==> src/verilog/ahs_params.svh <==
// Constants of the axis homing sequencer: offsets, bit positions, codes, timing
//
// Overview of operation
// Method 28, switch off: reverse fast, rise forward slow, fall reverse slow, rise stop.
// Method 28, limit hit: forward fast, rise slow, fall reverse slow, rise stop.
// Method 28, switch on: forward slow, fall reverse slow, rise stop.
// Method 29, switch off: reverse fast, rise reverse slow, fall forward slow, rise stop.
// Method 29, limit hit: forward fast, rise reverse slow, fall forward slow, rise stop.
// Method 29, switch on: reverse slow, fall forward slow, rise stop.
// Method 30, switch off: reverse fast, rise slow, fall forward, rise reverse, fall stop.
// Method 30, limit hit: forward fast, rise reverse slow, fall stop.
// Method 30, switch on: reverse slow, stop at falling edge.
// Methods 31 and 32 are undefined; starting them reports a homing error.
// Method 33: reverse slow, stop at first index pulse.
// Method 34: forward slow, stop at first index pulse.
// Method 35: no motion, present position becomes home at trigger.
// Offset kind 0 loads actual position with the home offset at completion.
// Offset kind 1 adds the home offset to actual position at completion.
// Mechanical limit is torque at limit with near-zero speed, held persistently.
// Method -1: reverse fast to mechanical limit, forward slow, stop at index rise.
// Method -2: forward fast to mechanical limit, reverse slow, stop at index rise.
// Homing starts on command word bit 4 rising, 0x0f to 0x1f.
// Bits 0, 1, 3 high and quick-stop bit 2 high enable operation.
// Command bit 8 high halts motion; low keeps present state.
// Status word bit 12 shows homing attained, bit 13 homing error.
// Search speeds and acceleration come from configured inputs, not constants.
`ifndef AHS_PARAMS_SVH
`define AHS_PARAMS_SVH

`define AHS_CMD_WORD_OFS 16'h6040
`define AHS_STAT_WORD_OFS 16'h6041
`define AHS_CMD_WORD_RST 16'h0000
`define AHS_STAT_WORD_RST 16'h0000
`define AHS_POS_RST 32'h0000_0000

`define AHS_CMD_SWITCH_ON 0
`define AHS_CMD_ENA_VOLT 1
`define AHS_CMD_QSTOP_N 2
`define AHS_CMD_RUN 3
`define AHS_CMD_SETPOINT 4
`define AHS_CMD_HALT 8

`define AHS_ST_READY 0
`define AHS_ST_SWITCHED 1
`define AHS_ST_OP_EN 2
`define AHS_ST_VOLT 4
`define AHS_ST_QSTOP 5
`define AHS_ST_TARGET 10
`define AHS_ST_ATTAINED 12
`define AHS_ST_ERROR 13
`define AHS_ST_FOUND 15

`define AHS_M28 8'h1c
`define AHS_M29 8'h1d
`define AHS_M30 8'h1e
`define AHS_M31 8'h1f
`define AHS_M32 8'h20
`define AHS_M33 8'h21
`define AHS_M34 8'h22
`define AHS_M35 8'h23
`define AHS_M_NEG1 8'hff
`define AHS_M_NEG2 8'hfe

`define AHS_KIND_ABS 1'h0
`define AHS_KIND_REL 1'h1

`define AHS_CLK_HZ 10000000
`define AHS_MECH_PERSIST_MS 10
`define AHS_MECH_PERSIST_CYC ((`AHS_MECH_PERSIST_MS * `AHS_CLK_HZ) / 1000)

`endif

==> src/verilog/ahs_pkg.sv <==
// Types of the axis homing sequencer
package ahs_pkg;

  typedef enum logic [3:0] {
    AHS_IDLE = 4'h1,
    AHS_RUN = 4'h2,
    AHS_DONE = 4'h4,
    AHS_ERR = 4'h8
  } ahs_state_t;

  typedef enum logic [1:0] {
    AHS_EV_RISE = 2'h0,
    AHS_EV_FALL = 2'h1,
    AHS_EV_Z = 2'h2,
    AHS_EV_MECH = 2'h3
  } ahs_ev_t;

  typedef enum logic [1:0] {
    AHS_BR_A = 2'h0,
    AHS_BR_B = 2'h1,
    AHS_BR_C = 2'h2
  } ahs_branch_t;

  typedef struct packed {
    logic fwd;
    logic fast;
    ahs_ev_t ev;
    logic last;
  } ahs_step_t;

  typedef struct packed {
    logic home;
    logic lim_neg;
    logic lim_pos;
    logic index;
  } ahs_pins_t;

  typedef struct packed {
    logic [31:0] high_speed;
    logic [31:0] low_speed;
    logic [31:0] accel;
  } ahs_motion_cfg_t;

endpackage : ahs_pkg

==> src/verilog/ahs_sequencer.sv <==
// Homing sequencer top: command word, step table, speed command, actual position
`timescale 1ns/1ps
`include "ahs_params.svh"
module ahs_sequencer #(
  parameter int MECH_PERSIST_CYC = `AHS_MECH_PERSIST_CYC
) (
  input wire logic clk,
  input wire logic srst,
  input wire logic [15:0] drive_command_word,
  output logic [15:0] drive_status_word,
  input wire logic [7:0] homing_method_select,
  input wire logic homing_offset_kind,
  input wire logic [31:0] home_position_offset,
  input wire ahs_pkg::ahs_motion_cfg_t motion_cfg,
  input wire ahs_pkg::ahs_pins_t pins,
  input wire logic torque_at_limit,
  input wire logic speed_near_zero,
  input wire logic [15:0] enc_delta,
  output logic [31:0] actual_position,
  output logic [31:0] speed_cmd,
  output logic [31:0] accel_cmd,
  output logic homing_active
);

  function automatic ahs_pkg::ahs_step_t mk(input logic fwd, input logic fast,
                                            input ahs_pkg::ahs_ev_t ev, input logic last);
    ahs_pkg::ahs_step_t s;
    s.fwd = fwd;
    s.fast = fast;
    s.ev = ev;
    s.last = last;
    return s;
  endfunction : mk

  // Step table: direction, speed and terminating event of each leg
  function automatic ahs_pkg::ahs_step_t step_of(input logic [7:0] m,
                                                 input ahs_pkg::ahs_branch_t br,
                                                 input logic [1:0] i);
    ahs_pkg::ahs_step_t s;
    logic [3:0] k;
    s = mk(1'b0, 1'b0, ahs_pkg::AHS_EV_Z, 1'b1);
    k = {br, i};
    case (m)
      `AHS_M28: begin
        case (k)
          4'h0: s = mk(1'b0, 1'b1, ahs_pkg::AHS_EV_RISE, 1'b0);
          4'h1: s = mk(1'b1, 1'b0, ahs_pkg::AHS_EV_FALL, 1'b0);
          4'h2: s = mk(1'b0, 1'b0, ahs_pkg::AHS_EV_RISE, 1'b1);
          4'h4: s = mk(1'b1, 1'b1, ahs_pkg::AHS_EV_RISE, 1'b0);
          4'h5: s = mk(1'b1, 1'b0, ahs_pkg::AHS_EV_FALL, 1'b0);
          4'h6: s = mk(1'b0, 1'b0, ahs_pkg::AHS_EV_RISE, 1'b1);
          4'h8: s = mk(1'b1, 1'b0, ahs_pkg::AHS_EV_FALL, 1'b0);
          4'h9: s = mk(1'b0, 1'b0, ahs_pkg::AHS_EV_RISE, 1'b1);
          default: s = mk(1'b0, 1'b0, ahs_pkg::AHS_EV_Z, 1'b1);
        endcase
      end
      `AHS_M29: begin
        case (k)
          4'h0: s = mk(1'b0, 1'b1, ahs_pkg::AHS_EV_RISE, 1'b0);
          4'h1: s = mk(1'b0, 1'b0, ahs_pkg::AHS_EV_FALL, 1'b0);
          4'h2: s = mk(1'b1, 1'b0, ahs_pkg::AHS_EV_RISE, 1'b1);
          4'h4: s = mk(1'b1, 1'b1, ahs_pkg::AHS_EV_RISE, 1'b0);
          4'h5: s = mk(1'b0, 1'b0, ahs_pkg::AHS_EV_FALL, 1'b0);
          4'h6: s = mk(1'b1, 1'b0, ahs_pkg::AHS_EV_RISE, 1'b1);
          4'h8: s = mk(1'b0, 1'b0, ahs_pkg::AHS_EV_FALL, 1'b0);
          4'h9: s = mk(1'b1, 1'b0, ahs_pkg::AHS_EV_RISE, 1'b1);
          default: s = mk(1'b0, 1'b0, ahs_pkg::AHS_EV_Z, 1'b1);
        endcase
      end
      `AHS_M30: begin
        case (k)
          4'h0: s = mk(1'b0, 1'b1, ahs_pkg::AHS_EV_RISE, 1'b0);
          4'h1: s = mk(1'b0, 1'b0, ahs_pkg::AHS_EV_FALL, 1'b0);
          4'h2: s = mk(1'b1, 1'b0, ahs_pkg::AHS_EV_RISE, 1'b0);
          4'h3: s = mk(1'b0, 1'b0, ahs_pkg::AHS_EV_FALL, 1'b1);
          4'h4: s = mk(1'b1, 1'b1, ahs_pkg::AHS_EV_RISE, 1'b0);
          4'h5: s = mk(1'b0, 1'b0, ahs_pkg::AHS_EV_FALL, 1'b1);
          4'h8: s = mk(1'b0, 1'b0, ahs_pkg::AHS_EV_FALL, 1'b1);
          default: s = mk(1'b0, 1'b0, ahs_pkg::AHS_EV_Z, 1'b1);
        endcase
      end
      `AHS_M33: s = mk(1'b0, 1'b0, ahs_pkg::AHS_EV_Z, 1'b1);
      `AHS_M34: s = mk(1'b1, 1'b0, ahs_pkg::AHS_EV_Z, 1'b1);
      `AHS_M_NEG1: begin
        if (i == 2'h0) begin
          s = mk(1'b0, 1'b1, ahs_pkg::AHS_EV_MECH, 1'b0);
        end else begin
          s = mk(1'b1, 1'b0, ahs_pkg::AHS_EV_Z, 1'b1);
        end
      end
      `AHS_M_NEG2: begin
        if (i == 2'h0) begin
          s = mk(1'b1, 1'b1, ahs_pkg::AHS_EV_MECH, 1'b0);
        end else begin
          s = mk(1'b0, 1'b0, ahs_pkg::AHS_EV_Z, 1'b1);
        end
      end
      default: s = mk(1'b0, 1'b0, ahs_pkg::AHS_EV_Z, 1'b1);
    endcase
    return s;
  endfunction : step_of

  // Pin synchronisation and edge detection
  ahs_pkg::ahs_pins_t pins_s;
  logic home_d_q;
  logic index_d_q;

  ahs_sync #(
    .W(4)
  ) u_sync (
    .clk(clk),
    .srst(srst),
    .d(pins),
    .q(pins_s)
  );

  always_ff @(posedge clk) begin
    if (srst) begin
      home_d_q <= 1'b0;
      index_d_q <= 1'b0;
    end else begin
      home_d_q <= pins_s.home;
      index_d_q <= pins_s.index;
    end
  end

  wire hw_rise = pins_s.home & ~home_d_q;
  wire hw_fall = ~pins_s.home & home_d_q;
  wire z_rise = pins_s.index & ~index_d_q;

  // Command word decode
  logic [15:0] cmd_prev_q;
  wire [15:0] cmd = drive_command_word;
  wire op_en = cmd[`AHS_CMD_SWITCH_ON] & cmd[`AHS_CMD_ENA_VOLT] &
               cmd[`AHS_CMD_QSTOP_N] & cmd[`AHS_CMD_RUN];
  wire halted = cmd[`AHS_CMD_HALT];
  wire trigger = op_en & cmd[`AHS_CMD_SETPOINT] & ~cmd_prev_q[`AHS_CMD_SETPOINT];
  wire setpoint_drop = ~cmd[`AHS_CMD_SETPOINT] & cmd_prev_q[`AHS_CMD_SETPOINT];

  // Method classification
  wire [7:0] meth = homing_method_select;
  wire m_switch = (meth == `AHS_M28) | (meth == `AHS_M29) | (meth == `AHS_M30);
  wire m_index = (meth == `AHS_M33) | (meth == `AHS_M34);
  wire m_mech = (meth == `AHS_M_NEG1) | (meth == `AHS_M_NEG2);
  wire m_here = (meth == `AHS_M35);
  wire m_undef = (meth == `AHS_M31) | (meth == `AHS_M32);
  wire m_valid = (m_switch | m_index | m_mech | m_here) & ~m_undef;

  // Sequencer state
  ahs_pkg::ahs_state_t state_q;
  ahs_pkg::ahs_state_t state_d;
  ahs_pkg::ahs_branch_t br_q;
  ahs_pkg::ahs_branch_t br_d;
  logic [1:0] idx_q;
  logic [1:0] idx_d;
  logic [7:0] meth_q;

  ahs_pkg::ahs_step_t cur;
  assign cur = step_of(meth_q, br_q, idx_q);

  logic mech_det;
  ahs_persist #(
    .N(MECH_PERSIST_CYC)
  ) u_persist (
    .clk(clk),
    .srst(srst),
    .en((state_q == ahs_pkg::AHS_RUN) && (cur.ev == ahs_pkg::AHS_EV_MECH) && !halted),
    .cond(torque_at_limit & speed_near_zero),
    .det_q(mech_det)
  );

  wire moving = (state_q == ahs_pkg::AHS_RUN) & ~halted;
  wire ev_hit = moving & ((cur.ev == ahs_pkg::AHS_EV_RISE) ? hw_rise :
                          (cur.ev == ahs_pkg::AHS_EV_FALL) ? hw_fall :
                          (cur.ev == ahs_pkg::AHS_EV_Z) ? z_rise : mech_det);
  wire lim_travel = cur.fwd ? pins_s.lim_pos : pins_s.lim_neg;
  wire take_branch_b = moving & (meth_q == `AHS_M28 || meth_q == `AHS_M29 ||
                       meth_q == `AHS_M30) & (br_q == ahs_pkg::AHS_BR_A) &
                       (idx_q == 2'h0) & pins_s.lim_neg;
  wire lim_fault = moving & lim_travel & (cur.ev != ahs_pkg::AHS_EV_MECH) & ~take_branch_b;

  always_comb begin
    state_d = state_q;
    br_d = br_q;
    idx_d = idx_q;
    unique case (state_q)
      ahs_pkg::AHS_IDLE, ahs_pkg::AHS_DONE, ahs_pkg::AHS_ERR: begin
        if (trigger) begin
          br_d = (m_switch && pins_s.home) ? ahs_pkg::AHS_BR_C : ahs_pkg::AHS_BR_A;
          idx_d = 2'h0;
          if (!m_valid) begin
            state_d = ahs_pkg::AHS_ERR;
          end else if (m_here) begin
            state_d = ahs_pkg::AHS_DONE;
          end else begin
            state_d = ahs_pkg::AHS_RUN;
          end
        end
      end
      ahs_pkg::AHS_RUN: begin
        if (!op_en || setpoint_drop) begin
          state_d = ahs_pkg::AHS_IDLE;
        end else if (take_branch_b) begin
          br_d = ahs_pkg::AHS_BR_B;
          idx_d = 2'h0;
        end else if (lim_fault) begin
          state_d = ahs_pkg::AHS_ERR;
        end else if (ev_hit) begin
          if (cur.last) begin
            state_d = ahs_pkg::AHS_DONE;
          end else begin
            idx_d = idx_q + 2'h1;
          end
        end
      end
    endcase
  end

  always_ff @(posedge clk) begin
    if (srst) begin
      state_q <= ahs_pkg::AHS_IDLE;
      br_q <= ahs_pkg::AHS_BR_A;
      idx_q <= 2'h0;
      meth_q <= 8'h00;
      cmd_prev_q <= `AHS_CMD_WORD_RST;
    end else begin
      state_q <= state_d;
      br_q <= br_d;
      idx_q <= idx_d;
      cmd_prev_q <= cmd;
      if (trigger) begin
        meth_q <= meth;
      end
    end
  end

  // Motion command for the next cycle
  ahs_pkg::ahs_step_t nxt;
  assign nxt = step_of(meth_q, br_d, idx_d);
  wire [31:0] spd_mag = nxt.fast ? motion_cfg.high_speed : motion_cfg.low_speed;
  wire run_next = (state_d == ahs_pkg::AHS_RUN) & ~halted & (state_q == ahs_pkg::AHS_RUN);
  wire [31:0] speed_d = !run_next ? 32'h0000_0000 :
                        nxt.fwd ? spd_mag : (32'h0000_0000 - spd_mag);

  // Position load at completion
  // Completion from a search or a method 35 trigger, also when already done
  wire done_pulse = (state_d == ahs_pkg::AHS_DONE) & ((state_q == ahs_pkg::AHS_RUN) | trigger);
  wire [31:0] pos_step = actual_position + {{16{enc_delta[15]}}, enc_delta};
  wire [31:0] pos_home = (homing_offset_kind == `AHS_KIND_ABS) ? home_position_offset :
                         (actual_position + home_position_offset);

  // Status word
  wire [15:0] status_d = {
    (state_d == ahs_pkg::AHS_DONE),
    1'b0,
    (state_d == ahs_pkg::AHS_ERR),
    (state_d == ahs_pkg::AHS_DONE),
    1'b0,
    (state_d != ahs_pkg::AHS_RUN) | halted,
    1'b0, 1'b0, 1'b0, 1'b0,
    cmd[`AHS_CMD_QSTOP_N],
    cmd[`AHS_CMD_ENA_VOLT],
    1'b0,
    op_en,
    cmd[`AHS_CMD_SWITCH_ON] & cmd[`AHS_CMD_ENA_VOLT],
    cmd[`AHS_CMD_ENA_VOLT]
  };

  always_ff @(posedge clk) begin
    if (srst) begin
      speed_cmd <= 32'h0000_0000;
      accel_cmd <= 32'h0000_0000;
      actual_position <= `AHS_POS_RST;
      drive_status_word <= `AHS_STAT_WORD_RST;
      homing_active <= 1'b0;
    end else begin
      speed_cmd <= speed_d;
      accel_cmd <= motion_cfg.accel;
      actual_position <= done_pulse ? pos_home : pos_step;
      drive_status_word <= status_d;
      homing_active <= (state_d == ahs_pkg::AHS_RUN);
    end
  end

  start_run_a: assert property (@(posedge clk) disable iff (srst)
    (state_q != ahs_pkg::AHS_RUN) && trigger && m_valid && !m_here
    |=> (state_q == ahs_pkg::AHS_RUN) && homing_active)
    else $error("trigger did not start homing");

  undef_err_a: assert property (@(posedge clk) disable iff (srst)
    (state_q != ahs_pkg::AHS_RUN) && trigger && m_undef
    |=> drive_status_word[`AHS_ST_ERROR] && !drive_status_word[`AHS_ST_ATTAINED])
    else $error("undefined method not reported as error");

  here_done_a: assert property (@(posedge clk) disable iff (srst)
    (state_q != ahs_pkg::AHS_RUN) && trigger && m_here
    |=> drive_status_word[`AHS_ST_ATTAINED] && (speed_cmd == 32'h0000_0000))
    else $error("method 35 did not complete at once");

  abs_load_a: assert property (@(posedge clk) disable iff (srst)
    done_pulse && (homing_offset_kind == `AHS_KIND_ABS)
    |=> actual_position == $past(home_position_offset))
    else $error("absolute homing position wrong");

  rel_load_a: assert property (@(posedge clk) disable iff (srst)
    done_pulse && (homing_offset_kind == `AHS_KIND_REL)
    |=> actual_position == $past(actual_position) + $past(home_position_offset))
    else $error("relative homing position wrong");

  halt_stop_a: assert property (@(posedge clk) disable iff (srst)
    halted [*2] |-> speed_cmd == 32'h0000_0000)
    else $error("motion not halted");

  qstop_abort_a: assert property (@(posedge clk) disable iff (srst)
    (state_q == ahs_pkg::AHS_RUN) && !cmd[`AHS_CMD_QSTOP_N]
    |=> !homing_active ##1 (speed_cmd == 32'h0000_0000))
    else $error("quick stop did not end homing");

  first_leg_a: assert property (@(posedge clk) disable iff (srst)
    (state_q != ahs_pkg::AHS_RUN) && trigger && (meth == `AHS_M28) && !pins_s.home
    ##1 (state_q == ahs_pkg::AHS_RUN) && !halted && !take_branch_b && !ev_hit && op_en
    && !lim_fault && !setpoint_drop
    |=> speed_cmd == 32'h0000_0000 - motion_cfg.high_speed)
    else $error("method 28 first leg not reverse fast");

  limit_branch_a: assert property (@(posedge clk) disable iff (srst)
    take_branch_b && op_en && !setpoint_drop
    |=> (br_q == ahs_pkg::AHS_BR_B) && (idx_q == 2'h0) && cur.fwd && cur.fast)
    else $error("limit did not reverse the search");

  index_stop_a: assert property (@(posedge clk) disable iff (srst)
    moving && (meth_q == `AHS_M33) && z_rise && op_en && !setpoint_drop && !lim_fault
    |=> drive_status_word[`AHS_ST_ATTAINED])
    else $error("index pulse did not end method 33");

  fwd_index_a: assert property (@(posedge clk) disable iff (srst)
    moving && (meth_q == `AHS_M34) && z_rise && op_en && !setpoint_drop && !lim_fault
    |=> drive_status_word[`AHS_ST_ATTAINED] && (speed_cmd == 32'h0000_0000))
    else $error("index pulse did not end method 34");

  setpoint_abort_a: assert property (@(posedge clk) disable iff (srst)
    (state_q == ahs_pkg::AHS_RUN) && setpoint_drop
    |=> !homing_active && !drive_status_word[`AHS_ST_ATTAINED])
    else $error("set-point drop did not end homing");

endmodule : ahs_sequencer

==> src/verilog/ahs_sync.sv <==
// Two-flop synchroniser for asynchronous pin inputs
`timescale 1ns/1ps
module ahs_sync #(
  parameter int W = 4
) (
  input wire logic clk,
  input wire logic srst,
  input wire logic [W-1:0] d,
  output logic [W-1:0] q
);

  logic [W-1:0] meta_q;

  always_ff @(posedge clk) begin
    if (srst) begin
      meta_q <= '0;
      q <= '0;
    end else begin
      meta_q <= d;
      q <= meta_q;
    end
  end

endmodule : ahs_sync

==> src/verilog/ahs_persist.sv <==
// Persistence filter for the mechanical-limit condition
`timescale 1ns/1ps
module ahs_persist #(
  parameter int N = 100000
) (
  input wire logic clk,
  input wire logic srst,
  input wire logic en,
  input wire logic cond,
  output logic det_q
);

  localparam int CW = $clog2(N + 1);
  localparam logic [CW-1:0] LAST = CW'(N - 1);

  logic [CW-1:0] cnt_q;
  wire hold = en & cond;
  wire reach = hold & (cnt_q == LAST);

  always_ff @(posedge clk) begin
    if (srst || !hold) begin
      cnt_q <= '0;
    end else if (!reach) begin
      cnt_q <= cnt_q + CW'(1);
    end
  end

  always_ff @(posedge clk) begin
    if (srst) begin
      det_q <= 1'b0;
    end else begin
      det_q <= reach;
    end
  end

  persist_held_a: assert property (@(posedge clk) disable iff (srst)
    det_q |-> $past(hold) && ($past(cnt_q) == LAST))
    else $error("mechanical limit flagged without persistence");

endmodule : ahs_persist

==> config.mk <==
export PLATFORM = sky130hd
export DESIGN_NAME = ahs_sequencer
export DESIGN_NICKNAME = d
export VERILOG_FILES = /design/src/verilog/ahs_pkg.sv /design/src/verilog/ahs_sequencer.sv /design/src/verilog/ahs_sync.sv /design/src/verilog/ahs_persist.sv
export VERILOG_INCLUDE_DIRS = /design/src /design/src/verilog
export SDC_FILE = /design/constraint.sdc
export NUM_CORES = 1
export LEC_CHECK = 0
export BUFFER_PORTS_ARGS = -buffer_cell sky130_fd_sc_hd__clkbuf_2
export CAP_MARGIN = 20
export CORE_UTILIZATION = 25
export CTS_BUF_LIST = sky130_fd_sc_hd__clkbuf_2
export DETAILED_ROUTE_END_ITERATION = 16
export GPL_TIMING_DRIVEN = 0
export PLACE_DENSITY = 0.49
export SLEW_MARGIN = 25
export SYNTH_ARGS = -nofsm -noshare
export SYNTH_HDL_FRONTEND = slang
export SYNTH_SLANG_ARGS = --single-unit
==> constraint.sdc <==
create_clock -name clk -period 10.55 [get_ports clk]
set_clock_uncertainty 0.05 [all_clocks]
set_input_delay 3.165 -clock clk [delete_from_list [all_inputs] [get_ports clk]]
set_output_delay 3.165 -clock clk [all_outputs]
set_load 0.02 [all_outputs]
=== Yosys cells after proc, flatten, opt, wreduce, memory -nomap -nowiden ===
Memory sizes are Yosys's and may differ from the RTL's. A register that Yosys moved wholly into a read port is not among the register bits.
Cells that the tools add are included.

* Memories kept: 4
* Bits in read-only memories: 320
* Flip-flop bits (word level): 162
* Output and inout bits: 113

* Equality and inequality tests: 41
* Muxes and demuxes: 39
* $add $sub $neg: 5
* Bitwise logic cells: 44
* Reductions and logical operators: 20

{| class="wikitable"
|+ Memories
! memory !! words !! bits a word !! read ports !! clocked after Yosys merged registers in !! wr ports !! RTL line !! source
|-
| (name not given) || 16 || 5 || 1 || 0 || 0 || ahs_sequencer.sv:45 || <nowiki>case (k)</nowiki>
|-
| (name not given) || 16 || 5 || 1 || 0 || 0 || ahs_sequencer.sv:58 || <nowiki>case (k)</nowiki>
|-
| (name not given) || 16 || 5 || 1 || 1 || 0 || ahs_sequencer.sv:45 ||
|-
| (name not given) || 16 || 5 || 1 || 1 || 0 || ahs_sequencer.sv:58 ||
|}

{| class="wikitable"
|+ Operators by type and width
! kind !! count
|-
| $mux W32 || 4
|-
| $add A32 B32 Y32 || 2
|-
| $pmux W5 S6 || 2
|-
| $eq A8 B5 Y1 const B || 7
|-
| $pmux W5 S5 || 2
|-
| $eq A8 B6 Y1 const B || 5
|-
| $mux W4 || 9
|-
| $eq A8 B8 Y1 const B || 4
|-
| $sub A1 B32 Y32 const A || 1
|-
| $and A1 B1 Y1 || 25
|-
| $eq A4 B2 Y1 const B || 6
|-
| $eq A4 B3 Y1 const B || 6
|-
| $mux W2 || 10
|-
| $mux W5 || 4
|-
| $add A17 B1 Y17 const B || 1
|-
| $eq A17 B17 Y1 const B || 1
|-
| $eq A4 B4 Y1 const B || 4
|-
| $eq A4 B1 Y1 const B || 3
|-
| $or A1 B1 Y1 || 10
|-
| $not A1 Y1 || 9
|-
| $reduce_or A3 Y1 || 3
|-
| $logic_not A2 Y1 || 4
|-
| $logic_not A4 Y1 || 2
|-
| $pmux W2 S2 || 2
|-
| 12 further kinds || 23
|}

=== Depth between registers and ports, before layout ===
* Depth in word-level cells: 21
* Mapped depth: 22
* Mapped depth without buffers: 20

=== Modules after synthesis ===
Synthesis repeated with hierarchy kept, for this count alone.

* Cell total of the unflattened synthesis: 1299
* Area, all modules: 10687.8 µm²

{| class="wikitable"
|+ Modules (own cells, without submodules)
! module !! area each (µm²) !! cells each !! instances
|-
| ahs_sequencer || 9595.5 || 1181 || 1
|-
| ahs_persist || 882.1 || 102 || 1
|-
| ahs_sync || 210.2 || 16 || 1
|}

=== Worst setup path before layout ===
OpenSTA, ideal clock, no wires.

* Path type: input port to flip-flop
* From: in drive_command_word[3]
* To: reg speed_cmd[30]
* Buffers on the path: 3
* Setup slack: 2.987 ns
* Cell stages on the path: 21
* Setup time: 0.128 ns
* Data arrival time: 7.385 ns
* Data required time: 10.372 ns
* Cell sequence: nand4_1 or4_1 clkbuf_1 mux2i_1 nand3_1 nand2_1 nand2_1 o41ai_2 buf_2 buf_2 mux2i_1 ha_1 nand3b_1 or3_1 or3_1 nor3_1 nor4b_1 a41oi_1 o21ai_1 xnor2_1 nor2_1

* Cells in the longest elaborated chain, start to end: 12
* Elaborated cells between the ends (all ways): 37
* Those cells by class: 1 x add/sub; 7 x eq/ne; 15 x mux; 6 x bitwise; 6 x reduce/logical; 2 x memory

{| class="wikitable"
|+ RTL lines
! element !! RTL line !! source
|-
| start, declared || ahs_sequencer.sv:9 || <nowiki>input wire logic [15:0] drive_command_word,</nowiki>
|-
| $and A1 B1 Y1 (*) || ahs_sequencer.sv:134 || <nowiki>wire op_en = cmd[`AHS_CMD_SWITCH_ON] & cmd[`AHS_CMD_ENA_VOLT] &</nowiki>
|-
| $and A1 B1 Y1 / $logic_not A1 Y1 (equally long branches) || ahs_sequencer.sv:137, ahs_sequencer.sv:201 ||
|-
| $and A1 B1 Y1 / $logic_or A1 B1 Y1 (equally long branches) || ahs_sequencer.sv:137, ahs_sequencer.sv:201 ||
|-
| $mux W2 (on tied branches) || ahs_sequencer.sv:188, ahs_sequencer.sv:201 ||
|-
| $pmux W2 S2 || ahs_sequencer.sv:186 || <nowiki>unique case (state_q)</nowiki>
|-
| $eq A4 B4 Y1, or another cell as far along || ahs_sequencer.sv:71 || <nowiki>case (k)</nowiki>
|-
| $reduce_or A3 Y1 (no source line) || - ||
|-
| $pmux W5 S5 || ahs_sequencer.sv:71 ||
|-
| $pmux W5 S6 || ahs_sequencer.sv:43 || <nowiki>case (m)</nowiki>
|-
| $mux W32 || ahs_sequencer.sv:240 || <nowiki>wire [31:0] spd_mag = nxt.fast ? motion_cfg.high_speed : motion_cfg.low_speed;</nowiki>
|-
| $sub A1 B32 Y32 || ahs_sequencer.sv:243 || <nowiki>nxt.fwd ? spd_mag : (32'h0000_0000 - spd_mag);</nowiki>
|-
| $mux W32 || ahs_sequencer.sv:243 ||
|-
| end signal, assigned || ahs_sequencer.sv:277 || <nowiki>speed_cmd <= speed_d;</nowiki>
|-
| end, declared || ahs_sequencer.sv:20 || <nowiki>output logic [31:0] speed_cmd,</nowiki>
|}

Every way passes the cells marked *; elsewhere a longest branch is shown, timed or not.
A chain may end at the register's enable or synchronous reset.

=== Worst setup path in the final report ===
* From: in drive_command_word[2]
* To: reg speed_cmd[30]

* Cells in the longest elaborated chain, start to end: 13
* Elaborated cells between the ends (all ways): 38
* Those cells by class: 1 x add/sub; 7 x eq/ne; 15 x mux; 7 x bitwise; 6 x reduce/logical; 2 x memory

{| class="wikitable"
|+ RTL lines
! element !! RTL line
|-
| $and A1 B1 Y1 (*) (2 in series) || ahs_sequencer.sv:134
|-
| $and A1 B1 Y1 / $logic_not A1 Y1 (equally long branches) || ahs_sequencer.sv:137, ahs_sequencer.sv:201
|-
| $and A1 B1 Y1 / $logic_or A1 B1 Y1 (equally long branches) || ahs_sequencer.sv:137, ahs_sequencer.sv:201
|-
| $mux W2 (on tied branches) || ahs_sequencer.sv:188, ahs_sequencer.sv:201
|-
| $pmux W2 S2 || ahs_sequencer.sv:186
|-
| $eq A4 B4 Y1, or another cell as far along || ahs_sequencer.sv:71
|-
| $reduce_or A3 Y1 (no source line) || -
|-
| $pmux W5 S5 || ahs_sequencer.sv:71
|-
| $pmux W5 S6 || ahs_sequencer.sv:43
|-
| $mux W32 || ahs_sequencer.sv:240
|-
| $sub A1 B32 Y32 || ahs_sequencer.sv:243
|-
| $mux W32 || ahs_sequencer.sv:243
|}

Marks and branches as above.

==> run metrics <==
sequential-to-total area share from yosys stat=29.6%; grt total ovfl=0; Buf/Inv on CP=4; initial antenna violation count=3; Synth area leaders=dfxtp_1, ha_1, nor2_1; first-pass GRT wire length=54.1 mm; # DRC=0; # setup viols final=0; Synth Area in Adders=8.56%; Post-Synthesis Cell Area=0.0104 mm^2; #FFs+latches synth=154; Tmin final=8.26 ns; final hold viol count=0; Slew @ Worst Pin=0.956 ns; Routed WL=35.2 mm; fin nets=1817; CTS sink count=154; FP Rows=74; setup slack, reg-to-reg=3.78 ns; Slew HR=36.3%; xor and xnor area share after synthesis=8.41%; CP peak stage delay=0.53 ns; DR WL/cell=16.6 um; vias per inst=4.87; RSZ-0062 raised after global routing=no; leakage power=0.00567 uW; IO Pins=290; Die Height=206 um; Compound-Gate Fraction of Synth Area=19.6%; synth warn=0; Hold Crit Start=u_sync.meta_q[0]; setup_tns=0 ns; Post-synth EDFFs=0; MaxCap Viol Count=0; drt first-iter violations=669; mux cell area share after synthesis=4.95%; clk slew on worst S/H paths=0.28 ns; # hold bufs at CTS=0; Tot Pwr=2270 uW; peak supply drop=0.0642 mV; synthesized area per cell=8.18 um^2; Setup WS pre-CTS=1.32 ns; Pwr per Cell Area=178 mW/mm^2; Worst setup EP type=register; worst min path class=register to register; Critical Path Slowest Stage Cell=o41ai_2; ANT nets after route=0; Synth-to-Final Area Change=22.2%; final worst-path setup slack=2.29 ns; Post-CTS Resized=0; post-synthesis async set-or-reset flop share=0%; max-slew violations=0; setup bufs post-CTS=0; post-synthesis simple-gate area fraction=24.9%; largest family of logic cells by synthesized area=simple AND/OR/NAND/NOR gates; fillers=4474; Worst setup SP type=primary input; Pre-antenna DRT Iters=6; largest net degree at the start of global routing=18; CTS tree=built; WHS Path Cells=1; Netlist cell types=85; Core Area=0.0409 mm^2; post-DP HPWL=27.9 mm; die width=206 um; Max Root-Sink Buffers=2; post-synth top area cell=dfxtp_1; H-tree depth=4; reg2reg path depth=22; Reg area=0.00308 mm^2; critical-path maximum fanout=10; vias in the first global route=9698; WHS=0.432 ns; layout cell share with drive strength beyond 1=23.1%; GRT Total Usage=16.5%; Num CTS Buffers=17; final design area excluding fillers=0.0127 mm^2; dpl cell area=0.0125 mm^2; crit share post-route=78.3%; routed via count=10300; r2r endpoint=speed_cmd[30]; top-area cell type share of the netlist area=29.6%; most common flop cell mapped by yosys=dfxtp_1; delay-heaviest family, CP=simple AND/OR/NAND/NOR gates; Port Buffers=272; reg2reg start=idx_q[0]; gpl congestion=0.853; status=complete, no violations; Root Driver=clkbuf_2; fmax=121 MHz; worst hold endpoint=u_sync.q[0]; Initial Util=25.4%; total die area=0.0425 mm^2; CP Cell Sequence=clkbuf_2 -> nand4_1 -> or4_1 -> clkbuf_1 -> mux2i_1 -> nand3_1 -> nand2_1 -> nand2_1 -> o41ai_2 -> buf_2 -> buf_2 -> mux2i_1 -> ha_1 -> nand3b_1 -> or3_1 -> or3_1 -> nor3_1 -> nor4b_1 -> a41oi_1 -> o21ai_1 -> xnor2_1 -> nor2_1; multi-input logic area=0.00694 mm^2; WP data required=11.28 ns; clock latency on the worst-skew pair=0.92 ns; worst path arrival time=9.00 ns; synthesized instance count=1273; critical path class=primary input to register
[worst max-delay path by stage]
stage / from / end / slack, ns / cells after the start
after floorplan: drive_command_word[3] / speed_cmd[30] / 2.99 / 21
after global placement: drive_command_word[2] / speed_cmd[30] / 1.44 / 22
after detailed placement: drive_command_word[2] / speed_cmd[30] / 1.32 / 22
after CTS: drive_command_word[2] / speed_cmd[30] / 2.38 / 22
after global routing: drive_command_word[2] / speed_cmd[30] / 1.93 / 22
final: drive_command_word[2] / speed_cmd[30] / 2.29 / 22
[through the flow]
step	instances	utilization, %
2_1_floorplan	1279	-
3_3_place_gp	2083	30.4
3_5_place_dp	2083	30.5
4_1_cts	2115	31.1
5_1_grt	2117	31.1
6_report	2117	31.1
[state kept, by name (all words and copies together) (netlist names), named ones only]
register,count
cmd_prev_q,3
br_q,2
u_sync.meta_q,4
idx_q,2
state_q,4
meth_q,8
u_sync.q,4
drive_status_word,5
accel_cmd,32
homing_active,1
index_d_q,1
home_d_q,1
u_persist.cnt_q,17
speed_cmd,32
actual_position,32
u_persist.det_q,1
[report_power, final]
part           internal [uW]  switching, uW  leakage (uW)  total (uW)
clock network            102            270      0.000155         372
logic                    515            668       0.00425        1180
registers                649           63.4       0.00126         712
total                   1270           1000       0.00567        2270
[routing by layer]
metal	vias to the layer above	wire [um]	global-route usage [%]
met5	-	0	0
met4	0	342	3.73
met3	19	1680	3.52
met2	255	16200	25.9
met1	4841	17000	22.9
li1	5195	-	-
[cells in the mapped netlist, types with 4 or more instances]
library cell / count
nor2_1: 157
o21ai_0: 37
a311oi_1: 7
a2111oi_0: 4
a41o_1: 4
o21ai_1: 11
nor2b_1: 54
ha_1: 68
and2_1: 7
and4_1: 4
nand2b_1: 11
nor3_1: 37
a211o_1: 5
nand3_1: 29
o21bai_1: 4
xor2_1: 42
buf_2: 13
inv_1: 30
a21oi_1: 90
dfxtp_1: 154
nand2_1: 96
o211ai_1: 7
and3_1: 19
or4_1: 15
mux2_2: 4
xnor2_1: 58
o21a_1: 12
a21o_1: 22
or3_1: 22
clkbuf_1: 25
buf_4: 12
nor4_1: 10
nand4_1: 12
mux2i_1: 47
o22ai_1: 10
buf_1: 7
a31oi_1: 10
or2_2: 8
o31ai_1: 7
a211oi_1: 28
[cells in the final DEF, fill, tap and decap left out, types with 5 or more instances in the layout]
| master | netlist | layout |
|---|---|---|
| and3_1 | 19 | 19 |
| nand2_1 | 96 | 96 |
| o211ai_1 | 7 | 7 |
| or4_1 | 15 | 15 |
| buf_2 | 13 | 13 |
| o31ai_1 | 7 | 7 |
| nand3_1 | 29 | 29 |
| mux2i_1 | 47 | 47 |
| o21ai_0 | 37 | 37 |
| or3_1 | 22 | 22 |
| o21a_1 | 12 | 12 |
| o21ai_1 | 11 | 11 |
| nor3_1 | 37 | 36 |
| buf_4 | 12 | 12 |
| inv_1 | 30 | 30 |
| nor2b_1 | 54 | 54 |
| clkbuf_2 | 0 | 289 |
| o22ai_1 | 10 | 10 |
| a21o_1 | 22 | 22 |
| a31oi_1 | 10 | 10 |
| xor2_1 | 42 | 42 |
| a211o_1 | 5 | 5 |
| dfxtp_1 | 154 | 154 |
| a21oi_1 | 90 | 90 |
| inv_8 | 0 | 8 |
| buf_1 | 7 | 7 |
| or2_2 | 8 | 8 |
| conb_1 | 1 | 7 |
| nand2b_1 | 11 | 11 |
| nor4_1 | 10 | 10 |
| ha_1 | 68 | 68 |
| and2_1 | 7 | 7 |
| nor2_1 | 157 | 157 |
| xnor2_1 | 58 | 58 |
| a211oi_1 | 28 | 28 |
| nand4_1 | 12 | 12 |
| a311oi_1 | 7 | 7 |
| clkbuf_1 | 25 | 25 |
[logic make-up after synthesis]
logic type	Yosys count
AOI/OAI and AO/OA	301
adders and majority gates	70
xor gates and xnor gates	100
DFF	154
and+or+nand+nor	506
buffers and inverters	90
muxes	51
other	1
[area by class of cell]
cell class	instances	share of cell area (%)
Multi-Input combinational cell	1035	54.5
Sequential cell	154	24.2
Timing Repair Buffer	272	10.7
Tap cell	532	5.23
Buffer	59	2.34
Clock inverter	15	1.32
Inverter	31	0.915
Clock buffer	17	0.669
Antenna cell	2	0.0393
Power figures use the tool's default switching activity.
